$ cat config.mk
export PLATFORM = sky130hd
export DESIGN_NAME = barc_core
export DESIGN_NICKNAME = d
export VERILOG_FILES = /design/src/hw/barc_qual_timer.v /design/src/hw/barc_core.v
export VERILOG_INCLUDE_DIRS = /design/src /design/src/hw
export SDC_FILE = /design/constraint.sdc
export NUM_CORES = 1
export LEC_CHECK = 0
export ABC_CLOCK_PERIOD_IN_PS = 2100
export BUFFER_PORTS_ARGS = -buffer_cell sky130_fd_sc_hd__clkbuf_2
export CAP_MARGIN = 10
export CORE_MARGIN = 10
export CORE_UTILIZATION = 45
export CTS_BUF_LIST = sky130_fd_sc_hd__clkbuf_8
export CTS_CLUSTER_DIAMETER = 40
export CTS_CLUSTER_SIZE = 30
export DETAILED_ROUTE_END_ITERATION = 16
export GPL_TIMING_DRIVEN = 0
export PLACE_DENSITY = 0.67
export SYNTH_ARGS = -nofsm -noshare
export SYNTH_HDL_FRONTEND = slang
export SYNTH_SLANG_ARGS = --single-unit
$ cat constraint.sdc
create_clock -name core_clk_in -period 2.1 [get_ports core_clk_in]
set_clock_uncertainty 0.1 [all_clocks]
set_input_delay 0.315 -clock core_clk_in [delete_from_list [all_inputs] [get_ports core_clk_in]]
set_output_delay 0.315 -clock core_clk_in [all_outputs]
set_load 0.005 [all_outputs]
$ cat src/hw/barc_regs.vh
// timing constants and register map of the burst and restart controller
`ifndef BARC_REGS_VH
`define BARC_REGS_VH

// clock rate in kHz and basic tick
`define BARC_CLK_KHZ 125000
`define BARC_TICK_NS 1000
`define BARC_TICK_CYC 125
`define BARC_TICK_W 7
`define BARC_NS_PER_US 1000

// blanking times in microseconds, the figures as given
`define BARC_BURST_BLANK_US 20000
`define BARC_OVL_BLANK_US 20000
`define BARC_SPIKE_US 30
`define BARC_OVP_HI_US 150
`define BARC_UV_US 10030
`define BARC_RESTART_MASK_US 1000
`define BARC_TMR_W 15

// wishbone register byte addresses
`define BARC_ADDR_W 4
`define BARC_REG_CTRL 4'h0
`define BARC_REG_STATUS 4'h4
`define BARC_REG_CAUSE 4'h8

// control register fields
`define BARC_CTRL_BURST_EN 0
`define BARC_CTRL_RESTART_EN 1
`define BARC_CTRL_RST 2'h3

// status register fields
`define BARC_ST_BURST 0
`define BARC_ST_BIAS 1
`define BARC_ST_RLIM 2
`define BARC_ST_RESTART 3
`define BARC_ST_STARTUP 4
`define BARC_ST_SOFT 5
`define BARC_ST_CLAMP 6
`define BARC_ST_GATE 7

// fault cause bits
`define BARC_NCAUSE 6
`define BARC_C_OVP_SS 0
`define BARC_C_OVP_HI 1
`define BARC_C_OTP 2
`define BARC_C_OVL 3
`define BARC_C_UV 4
`define BARC_C_EXT 5

// restart states
`define BARC_ST_W 2
`define BARC_S_RUN 2'h0
`define BARC_S_OFF 2'h1
`define BARC_S_CHARGE 2'h2
`define BARC_S_SOFT 2'h3

`endif

$ cat src/hw/barc_qual_timer.v
// qualification timer: counts ticks while a condition holds
`timescale 1ns/1ps
`default_nettype none
module barc_qual_timer #(
    parameter [14:0] LIMIT = 15'h0001
) (
    input wire core_clk_in,
    input wire rst_in,
    input wire tick_in,
    input wire cond_in,
    output reg done_out
);
    reg [14:0] cnt_ff;
    // count while the condition holds, drop to zero when it falls
    always @(posedge core_clk_in) begin
        if (rst_in || !cond_in) begin
            cnt_ff <= 15'h0000;
            done_out <= 1'b0;
        end else if (tick_in && !done_out) begin
            if (cnt_ff == LIMIT - 15'h0001) begin
                done_out <= 1'b1;
            end
            cnt_ff <= cnt_ff + 15'h0001;
        end
    end
endmodule
`default_nettype wire

$ cat src/hw/barc_core.v
// burst mode and auto restart control unit with wishbone registers
//
// The register offsets and the Wishbone interface to the registers were chosen for this implementation.
`timescale 1ns/1ps
`default_nettype none
`include "barc_regs.vh"
module barc_core (
    input wire core_clk_in,
    input wire rst_in,
    input wire fb_below_1v35_in,
    input wire fb_above_3v5_in,
    input wire fb_below_3v0_in,
    input wire fb_above_4v0_in,
    input wire vcc_above_20v5_in,
    input wire vcc_above_25v5_in,
    input wire vcc_below_10v5_in,
    input wire vcc_above_on_in,
    input wire over_temp_in,
    input wire pin_above_4v0_in,
    input wire pin_below_0v33_in,
    input wire soft_start_done_in,
    input wire [31:0] wb_adr_i,
    input wire [31:0] wb_dat_i,
    input wire [3:0] wb_sel_i,
    input wire wb_we_i,
    input wire wb_cyc_i,
    input wire wb_stb_i,
    output reg [31:0] wb_dat_o,
    output reg wb_ack_o,
    output reg bias_en_out,
    output reg reduced_limit_out,
    output reg gate_en_out,
    output reg pin_clamp_out,
    output reg startup_cell_out,
    output reg soft_start_out
);
    ////////////////////////////////////////////////////////////////////
    // timing derived from the clock
    // counts worked out as integers, then cut to the timer width on purpose
    localparam integer N_BURST = `BARC_BURST_BLANK_US * `BARC_NS_PER_US / `BARC_TICK_NS;
    localparam integer N_OVL = `BARC_OVL_BLANK_US * `BARC_NS_PER_US / `BARC_TICK_NS;
    localparam integer N_SPIKE = `BARC_SPIKE_US * `BARC_NS_PER_US / `BARC_TICK_NS;
    localparam integer N_OVP_HI = `BARC_OVP_HI_US * `BARC_NS_PER_US / `BARC_TICK_NS;
    localparam integer N_UV = `BARC_UV_US * `BARC_NS_PER_US / `BARC_TICK_NS;
    localparam integer N_MASK = `BARC_RESTART_MASK_US * `BARC_NS_PER_US / `BARC_TICK_NS;
    localparam integer N_TICK_LAST = `BARC_TICK_CYC - 1;
    localparam [`BARC_TMR_W-1:0] T_BURST = N_BURST[`BARC_TMR_W-1:0];
    localparam [`BARC_TMR_W-1:0] T_OVL = N_OVL[`BARC_TMR_W-1:0];
    localparam [`BARC_TMR_W-1:0] T_SPIKE = N_SPIKE[`BARC_TMR_W-1:0];
    localparam [`BARC_TMR_W-1:0] T_OVP_HI = N_OVP_HI[`BARC_TMR_W-1:0];
    localparam [`BARC_TMR_W-1:0] T_UV = N_UV[`BARC_TMR_W-1:0];
    localparam [`BARC_TMR_W-1:0] T_MASK = N_MASK[`BARC_TMR_W-1:0];
    localparam [`BARC_TICK_W-1:0] TICK_LAST = N_TICK_LAST[`BARC_TICK_W-1:0];

    ////////////////////////////////////////////////////////////////////
    // comparator synchronisers, two flops each
    localparam NSYNC = 13;
    wire [NSYNC-1:0] raw_in;
    reg [NSYNC-1:0] sync1_ff;
    reg [NSYNC-1:0] sync2_ff;
    assign raw_in = {soft_start_done_in, pin_below_0v33_in, pin_above_4v0_in,
        over_temp_in, vcc_above_on_in, vcc_below_10v5_in, vcc_above_25v5_in,
        vcc_above_20v5_in, fb_above_4v0_in, fb_below_3v0_in, fb_above_3v5_in,
        fb_below_1v35_in, 1'b0};
    genvar gi;
    generate
        for (gi = 0; gi < NSYNC; gi = gi + 1) begin : g_sync
            always @(posedge core_clk_in) begin
                if (rst_in) begin
                    sync1_ff[gi] <= 1'b0;
                    sync2_ff[gi] <= 1'b0;
                end else begin
                    sync1_ff[gi] <= raw_in[gi];
                    sync2_ff[gi] <= sync1_ff[gi];
                end
            end
        end
    endgenerate
    wire fb_low = sync2_ff[1];
    wire fb_wake = sync2_ff[2];
    wire fb_sleep = sync2_ff[3];
    wire fb_high = sync2_ff[4];
    wire vcc_ov_ss = sync2_ff[5];
    wire vcc_ov_hi = sync2_ff[6];
    wire vcc_uv = sync2_ff[7];
    wire vcc_on = sync2_ff[8];
    wire otp = sync2_ff[9];
    wire pin_high = sync2_ff[10];
    wire pin_low = sync2_ff[11];
    wire ss_done = sync2_ff[12];

    ////////////////////////////////////////////////////////////////////
    // one microsecond tick
    reg [`BARC_TICK_W-1:0] div_ff;
    reg tick_ff;
    always @(posedge core_clk_in) begin
        if (rst_in) begin
            div_ff <= {`BARC_TICK_W{1'b0}};
            tick_ff <= 1'b0;
        end else begin
            tick_ff <= (div_ff == TICK_LAST);
            div_ff <= (div_ff == TICK_LAST) ? {`BARC_TICK_W{1'b0}} :
                div_ff + {{(`BARC_TICK_W-1){1'b0}}, 1'b1};
        end
    end

    ////////////////////////////////////////////////////////////////////
    // registers and restart state
    reg [1:0] ctrl_ff;
    reg burst_ff;
    reg [`BARC_ST_W-1:0] state_ff;
    reg [`BARC_NCAUSE-1:0] cause_ff;
    reg clamp_rel_ff;
    wire running = (state_ff == `BARC_S_RUN) || (state_ff == `BARC_S_SOFT);
    wire in_soft = (state_ff == `BARC_S_SOFT);

    ////////////////////////////////////////////////////////////////////
    // qualification timers
    wire burst_q;
    wire ovl_q;
    wire ovp_ss_q;
    wire ovp_hi_q;
    wire otp_q;
    wire ovl_pin_q;
    wire uv_q;
    wire ext_q;
    wire mask_q;
    // burst entry blanking, idle at zero while feedback is normal
    barc_qual_timer #(.LIMIT(T_BURST)) u_burst (.core_clk_in(core_clk_in),
        .rst_in(rst_in), .tick_in(tick_ff),
        .cond_in(fb_low && !burst_ff && running && ctrl_ff[`BARC_CTRL_BURST_EN]),
        .done_out(burst_q));
    // overload blanking outside burst
    barc_qual_timer #(.LIMIT(T_OVL)) u_ovl (.core_clk_in(core_clk_in),
        .rst_in(rst_in), .tick_in(tick_ff), .cond_in(fb_high && !burst_ff && running),
        .done_out(ovl_q));
    barc_qual_timer #(.LIMIT(T_SPIKE)) u_ovpss (.core_clk_in(core_clk_in),
        .rst_in(rst_in), .tick_in(tick_ff), .cond_in(vcc_ov_ss && fb_high && in_soft),
        .done_out(ovp_ss_q));
    barc_qual_timer #(.LIMIT(T_OVP_HI)) u_ovphi (.core_clk_in(core_clk_in),
        .rst_in(rst_in), .tick_in(tick_ff), .cond_in(vcc_ov_hi && !burst_ff && running),
        .done_out(ovp_hi_q));
    barc_qual_timer #(.LIMIT(T_SPIKE)) u_otp (.core_clk_in(core_clk_in),
        .rst_in(rst_in), .tick_in(tick_ff), .cond_in(otp && running),
        .done_out(otp_q));
    barc_qual_timer #(.LIMIT(T_SPIKE)) u_ovlpin (.core_clk_in(core_clk_in),
        .rst_in(rst_in), .tick_in(tick_ff),
        .cond_in(fb_high && pin_high && clamp_rel_ff && running),
        .done_out(ovl_pin_q));
    barc_qual_timer #(.LIMIT(T_UV)) u_uv (.core_clk_in(core_clk_in),
        .rst_in(rst_in), .tick_in(tick_ff), .cond_in(vcc_uv && running),
        .done_out(uv_q));
    // restart request masked for a while after every start
    barc_qual_timer #(.LIMIT(T_MASK)) u_mask (.core_clk_in(core_clk_in),
        .rst_in(rst_in), .tick_in(tick_ff), .cond_in(running),
        .done_out(mask_q));
    wire ext_req = pin_low && mask_q && ctrl_ff[`BARC_CTRL_RESTART_EN] && running;
    barc_qual_timer #(.LIMIT(T_SPIKE)) u_ext (.core_clk_in(core_clk_in),
        .rst_in(rst_in), .tick_in(tick_ff), .cond_in(ext_req),
        .done_out(ext_q));

    // only overload goes through the extended blanking path
    wire [`BARC_NCAUSE-1:0] faults = {ext_q, uv_q, ovl_pin_q, otp_q, ovp_hi_q,
        ovp_ss_q};
    wire any_fault = |faults;

    ////////////////////////////////////////////////////////////////////
    // burst mode control
    always @(posedge core_clk_in) begin
        if (rst_in) begin
            burst_ff <= 1'b0;
            bias_en_out <= 1'b1;
        end else if (!running) begin
            burst_ff <= 1'b0;
            bias_en_out <= 1'b1;
        end else if (burst_ff && fb_high) begin
            burst_ff <= 1'b0;
            bias_en_out <= 1'b1;
        end else if (burst_ff && fb_wake) begin
            bias_en_out <= 1'b1;
        end else if (burst_ff && fb_sleep && bias_en_out) begin
            bias_en_out <= 1'b0;
        end else if (!burst_ff && burst_q && fb_low) begin
            burst_ff <= 1'b1;
            bias_en_out <= 1'b0;
        end
    end

    ////////////////////////////////////////////////////////////////////
    // auto restart sequence
    reg [`BARC_ST_W-1:0] nxt_state;
    always @* begin
        nxt_state = state_ff;
        case (state_ff)
            `BARC_S_RUN: if (any_fault) nxt_state = `BARC_S_OFF;
            `BARC_S_OFF: if (vcc_uv) nxt_state = `BARC_S_CHARGE;
            `BARC_S_CHARGE: if (vcc_on) nxt_state = `BARC_S_SOFT;
            `BARC_S_SOFT: begin
                if (any_fault) begin
                    nxt_state = `BARC_S_OFF;
                end else if (ss_done) begin
                    nxt_state = `BARC_S_RUN;
                end
            end
            default: nxt_state = `BARC_S_OFF;
        endcase
    end
    always @(posedge core_clk_in) begin
        if (rst_in) begin
            state_ff <= `BARC_S_SOFT;
            cause_ff <= {`BARC_NCAUSE{1'b0}};
            clamp_rel_ff <= 1'b0;
        end else begin
            state_ff <= nxt_state;
            if (running && any_fault) begin
                cause_ff <= faults;
            end
            clamp_rel_ff <= ovl_q;
        end
    end

    // outputs to the power stage
    always @(posedge core_clk_in) begin
        if (rst_in) begin
            reduced_limit_out <= 1'b0;
            gate_en_out <= 1'b0;
            pin_clamp_out <= 1'b1;
            startup_cell_out <= 1'b0;
            soft_start_out <= 1'b0;
        end else begin
            reduced_limit_out <= burst_ff && !(fb_high);
            gate_en_out <= running && !any_fault && !(pin_low && mask_q
                && ctrl_ff[`BARC_CTRL_RESTART_EN]) && !(burst_ff && !bias_en_out);
            pin_clamp_out <= !ovl_q;
            startup_cell_out <= (nxt_state == `BARC_S_CHARGE);
            soft_start_out <= (nxt_state == `BARC_S_SOFT);
        end
    end

    ////////////////////////////////////////////////////////////////////
    // wishbone slave, ack one cycle after strobe
    function [31:0] rd_mux;
        input [`BARC_ADDR_W-1:0] a;
        begin
            case (a)
                `BARC_REG_CTRL: rd_mux = {30'h0, ctrl_ff};
                `BARC_REG_STATUS: rd_mux = {24'h0, gate_en_out, pin_clamp_out,
                    soft_start_out, startup_cell_out, !running, reduced_limit_out,
                    bias_en_out, burst_ff};
                `BARC_REG_CAUSE: rd_mux = {26'h0, cause_ff};
                default: rd_mux = 32'h0000_0000;
            endcase
        end
    endfunction
    wire wb_req = wb_cyc_i && wb_stb_i && !wb_ack_o;
    always @(posedge core_clk_in) begin
        if (rst_in) begin
            wb_ack_o <= 1'b0;
            wb_dat_o <= 32'h0000_0000;
            ctrl_ff <= `BARC_CTRL_RST;
        end else begin
            wb_ack_o <= wb_req;
            if (wb_req) begin
                wb_dat_o <= rd_mux(wb_adr_i[`BARC_ADDR_W-1:0]);
                if (wb_we_i && wb_sel_i[0] && wb_adr_i[`BARC_ADDR_W-1:0] == `BARC_REG_CTRL) begin
                    ctrl_ff <= wb_dat_i[1:0];
                end
            end
        end
    end
endmodule
`default_nettype wire

Yosys cells after proc, flatten, opt, wreduce, memory -nomap -nowiden
Cells that the tools add are included.
{ "word_totals": {"regBits": 227, "output_inout_bits": 39, "word_cells": 191, "in_bits": 85} }
{ "op_classes": {"mux": 9, "n_eq_ne": 17, "bitwise_logic": 3, "n_reduce_logical": 95, "n_addsub": 10} }
{ "op_table": {"columns": ["op", "n"], "rows": [
  ["$add A15 B1 Y15 const B", 9],
  ["$eq A15 B5 Y1 const B", 4],
  ["$logic_and A1 B1 Y1", 42],
  ["$eq A15 B15 Y1 const B", 2],
  ["$logic_not A1 Y1", 25],
  ["$pmux W8 S3", 1],
  ["$reduce_and A2 Y1", 10],
  ["$eq A15 B10 Y1 const B", 1],
  ["$eq A15 B14 Y1 const B", 1],
  ["$eq A15 B8 Y1 const B", 1],
  ["$logic_or A1 B1 Y1", 10],
  ["$mux W2", 5],
  ["$eq A2 B2 Y1 const B", 4],
  ["$pmux W2 S4", 1],
  ["$add A7 B1 Y7 const B", 1],
  ["$eq A7 B7 Y1 const B", 1],
  ["$reduce_or A6 Y1", 1],
  ["$eq A4 B3 Y1 const B", 1],
  ["$eq A4 B4 Y1 const B", 1],
  ["$logic_not A4 Y1", 1],
  ["$reduce_or A4 Y1", 1],
  ["$not A1 Y1", 3],
  ["$reduce_and A3 Y1", 1],
  ["$reduce_or A3 Y1", 1],
  ["other kinds (5)", 6]
]} }

Longest topological paths before layout
{ "depth": {"word_depth": 6, "mapped_depth": 7} }

Cells and area by module
From an unflattened synthesis, not the netlist that was laid out.
{ "hier_totals": {"cells_unflattened": 1030, "hier_area_um2": 9472.8} }
{ "by_module_without_submodules": {"columns": ["mod", "instances", "cells_each", "area_each_um2"], "rows": [
  ["barc_qual_timer at u_ext ...", 4, 86, 765.7],
  ["barc_core", 1, 245, 2381.0],
  ["barc_qual_timer at u_burst ...", 2, 91, 823.3],
  ["barc_qual_timer at u_uv", 1, 87, 814.5],
  ["barc_qual_timer at u_ovphi", 1, 87, 784.5],
  ["barc_qual_timer at u_mask", 1, 85, 783.3]
]} }

Worst setup path after synthesis
No wires, ideal clock.
{ "synth_timing": {"path_kind": "reg-to-reg", "startpoint": "register state_ff[0]", "endpoint": "register u_ext.cnt_ff[11]", "t_arrival_ps": 1930, "synth_period_minus_slack_ps": 2089, "required_time_ps": 1941, "slack_ps": 11, "path_stages_with_launch": 8, "setup_time_ps": 59, "n_path_buf": 1, "cell_sequence": "dfxtp_1 inv_1 ha_1 or2_1 or2_1 clkbuf_1 or4_1 nand2_1"} }
{ "synth_via": {"elab_chain_len": 5, "word_cells_on_any_way": 6, "classes_between": "eq/ne: 1; reduce/logical: 5"} }
{ "synth_rtl": {"columns": ["element", "line", "rtl"], "rows": [
  ["from (decl)", "barc_core.v:111", "reg [`BARC_ST_W-1:0] state_ff;"],
  ["from (signal assigned)", "barc_core.v:210", "state_ff <= `BARC_S_SOFT;"],
  ["from (signal assigned)", "barc_core.v:214", "state_ff <= nxt_state;"],
  ["$eq A2 B2 Y1 or $logic_not A2 Y1 (tied branches)", null, null],
  ["$logic_or A1 B1 Y1 (*)", "barc_core.v:114", "wire running = (state_ff == `BARC_S_RUN) || (state_ff == `BARC_S_SOFT);"],
  ["$logic_and A1 B1 Y1 (*)", "barc_core.v:157", "wire ext_req = pin_low && mask_q && ctrl_ff[`BARC_CTRL_RESTART_EN] && running;"],
  ["$logic_not A1 Y1 (*)", "barc_qual_timer.v:16", "if (rst_in || !cond_in) begin"],
  ["$logic_or A1 B1 Y1 (*)", "barc_qual_timer.v:16", null],
  ["to (signal assigned)", "barc_qual_timer.v:23", "cnt_ff <= cnt_ff + 15'h0001;"],
  ["to (decl)", "barc_qual_timer.v:13", "reg [14:0] cnt_ff;"]
]} }
Mark *: on every way between the ends. The rest lies on a longest branch, timed or not.
A chain may end at the register's enable or synchronous reset.

Worst setup path in the final report
{ "layout_timing": {"startpoint": "register state_ff[1]", "endpoint": "register u_ext.cnt_ff[11]"} }
The elaborated chain is that of the path after synthesis.

==> results.cfg <==
[run_status]
outcome = complete, no violations

[routing]
postRouteWirelength_mm = 19.0
viasPerCell = 5.10
via_count = 7133
antenna_left = 0
drc = 0
wl_per_cell_um = 13.6
drt_first_pass_iters = 7
drtIter0Drc = 428

[global_routing]
first_global_vias = 6705
use_met1_pct = 19.6
grtUsageTotal_pct = 14.3
grt_use_met2_pct = 22.5
grt_max_degree = 16
grt_pass1_wl_mm = 32.3
antenna_found_initial = 0
grt_use_met3_pct = 2.86
top_usage_layer = met2
globalRoute.totalOverflow = 0

[worst_setup_path]
worst_path_max_delay_cell = or4_1
regToRegEndpoint = u_ext.cnt_ff[11]
r2r-start = state_ff[1]
critPathRequiredTime_ps = 2510
r2r_setup_slack_ps = 80
critical_path.top_delay_family = simple AND/OR/NAND/NOR gates
start_kind = flip-flop
cp_num_buf_inv = 1
path_class = flip-flop to flip-flop
worstPathCellList = inv_1 -> ha_4 -> or2_1 -> or2_4 -> or4_1 -> nand2_1
cp_max_fo = 7
crit_arrival_ps = 2430
slowest_delay_ps = 510
end_kind = flip-flop
r2r_cells = 6

[power_and_ir_drop]
p_leak_nw = 3.65
power_density_mw_per_mm2 = 765
vdd.ir_drop.worst_mv = 0.435
p_sw_share_pct = 27.4
intPower_mw = 5.83
switchingPower_mw = 2.20
seqPwrFrac_pct = 49.4
finalPower_mw = 8.03
p_comb_share_pct = 6.9
clkPwrFrac_pct = 43.7

[synthesis]
ys.flop_type = dfxtp_1
yosys_warnings = 0
ys_types = 62
syn_inst = 999
syn_avg_cell_area_um2 = 8.95
yosysSeqAreaShare_pct = 45.4
synth_seq_cells = 203
async_flop_share_pct = 0
synth_edf_count = 0
synth_area_mm2 = 0.00894

[clocking]
cts_buffer_depth = 3
cts.sinks = 203
htreeDepth = 1
cts_tree = done
clk_pin_slew_ps = 90
clkLatencyLatePin_ps = 570
root_buffer = clkbuf_8
cts_buffers = 30

[flow_run]
drv_cap = 0

[finish]
area_growth_pct = 17.4
layout_common_cells = 200 x dfxtp_1, 149 x nor2_1, 59 x nand2_1
drive_above_1_share_pct = 14.6
final_util_pct = 53.8
design_area_mm2 = 0.0105
layout.nets = 1218
diodes = 0
layout.cells.most_common = dfxtp_1

[timing]
final_max_slew_viol_count = 0
worst_slew_pin_slew_ps = 1140
fin_crit_sh_pct = 96.1
slew_headroom_pct = 23.1
finalHoldViolCount = 0
worst_hold_slack_ps = 42.7
rsz0062_at_grt = no
min_period_ps = 2020
fmax_mhz = 495
setup-violations-final = 0

[floorplan]
chipHeight_um = 161
core-area_mm2 = 0.0195
pin_count = 124
rows = 51
die-area_mm2 = 0.0259
initial_core_util_pct = 45.8
die_x_um = 161

[placed_design]
portBuffers = 38
place_area_mm2 = 0.00955
dp_hpwl_mm = 13.2
gp_congestion = 0.832

[min_path]
worstHoldStart = wb_adr_i[0]
hp-class = primary input to flip-flop
holdPathStages = 4
min_to = wb_dat_o[1]
-- power groups by stage --
| stage | combinational (mW) | clock, mW | sequential, mW |
|---|---|---|---|
| 3_5_place_dp | 0.472 | 0 | 4.05 |
| 6_report | 0.551 | 3.51 | 3.97 |
| 2_1_floorplan | 0.310 | 0 | 4.03 |
| 5_1_grt | 0.602 | 3.79 | 3.98 |
| 4_1_cts | 0.547 | 3.61 | 3.96 |
| 3_3_place_gp | 0.471 | 0 | 4.05 |
-- cell families after synthesis --
group,share of synthesized area (%)
simple gates,28.4
flops,45.4
xor+xnor,9.89
compound gates,7.22
buf+inv,4.94
fa+ha+maj,2.94
mux,1.15
other cells,0.0419
-- stage by stage --
step | worst slack (ps) | std cells | setup TNS (ps)
after floorplan | 10.8 | 1022 | 0
after global routing | 0.648 | 1400 | 0
after detailed placement | -575 | 1325 | -24890
after CTS | 32.5 | 1396 | 0
after global placement | -564 | 1325 | -25170
final | 81.4 | 1400 | 0
-- cell type report --
type | count | area [um2]
well taps | 265 | 332
clock inverters | 23 | 234
multi-input cells | 729 | 4590
flip-flops and latches | 203 | 4070
repair buffers | 59 | 390
inverters | 41 | 154
fillers | 1827 | 9020
clock buffers | 32 | 440
plain buffers | 48 | 289
-- metal layers --
metal  wire length (um)  part of all wire, %
met4                382                  2.0
met3               1010                  5.3
met5                  0                    0
met1               9380                   49
met2               8210                   43
-- flip-flops by register name, indices dropped and copies added (netlist names), 2 cells and up --
register and cells:
u_burst.cnt_ff 15, u_ext.cnt_ff 15, u_mask.cnt_ff 15, u_otp.cnt_ff 15
u_ovl.cnt_ff 15, u_ovlpin.cnt_ff 15, u_ovphi.cnt_ff 15, u_ovpss.cnt_ff 15
u_uv.cnt_ff 15, sync1_ff 12, wb_dat_o 8, div_ff 7
cause_ff 6, ctrl_ff 2, state_ff 2
-- worst register-to-register path, stage by stage (launching register included) --
cell,delay (ps)
dfxtp_4,370
inv_1,80
ha_4,290
or2_1,250
or2_4,280
or4_1,510
nand2_1,70
-- cell usage after synthesis (all sizes together), types with 8 or more instances --
library cell	n	area (um2)
dfxtp	203	4060
nor2	150	563
nand2	60	225
xnor2	58	508
xor2	43	377
inv	41	154
nor2b	39	244
nand4	38	238
nand3	37	195
nor4	36	225
a21oi	31	155
buf	29	213
ha	21	263
nor3	21	105
o21ai	21	105
clkbuf	20	75.1
or3	19	124
or4	11	86.3
and3	10	62.6
and4	8	70.1
mux2i	8	80.1
nor4b	8	70.1
-- worst max path at each step --
| stage | from | to | slack (ps) | cells after the start |
|---|---|---|---|---|
| after global placement | state_ff[0] | u_burst.cnt_ff[5] | -560 | 6 |
| after floorplan | state_ff[0] | u_ext.cnt_ff[11] | 10 | 7 |
| after CTS | tick_ff | u_ovl.cnt_ff[2] | 30 | 7 |
| final | state_ff[1] | u_ext.cnt_ff[11] | 80 | 6 |
| after global routing | state_ff[1] | u_ext.cnt_ff[11] | 0.6 | 6 |
| after detailed placement | state_ff[0] | u_burst.cnt_ff[12] | -580 | 6 |
-- timing repair --
item	in CTS	in global routing
gates resized for setup	12	15
setup buffers	0	4
endpoints found under the setup margin	107	43
hold buffers	17	0
pin swaps	0	4
endpoints found under the hold margin	15	0
Power figures use the tool's default switching activity.
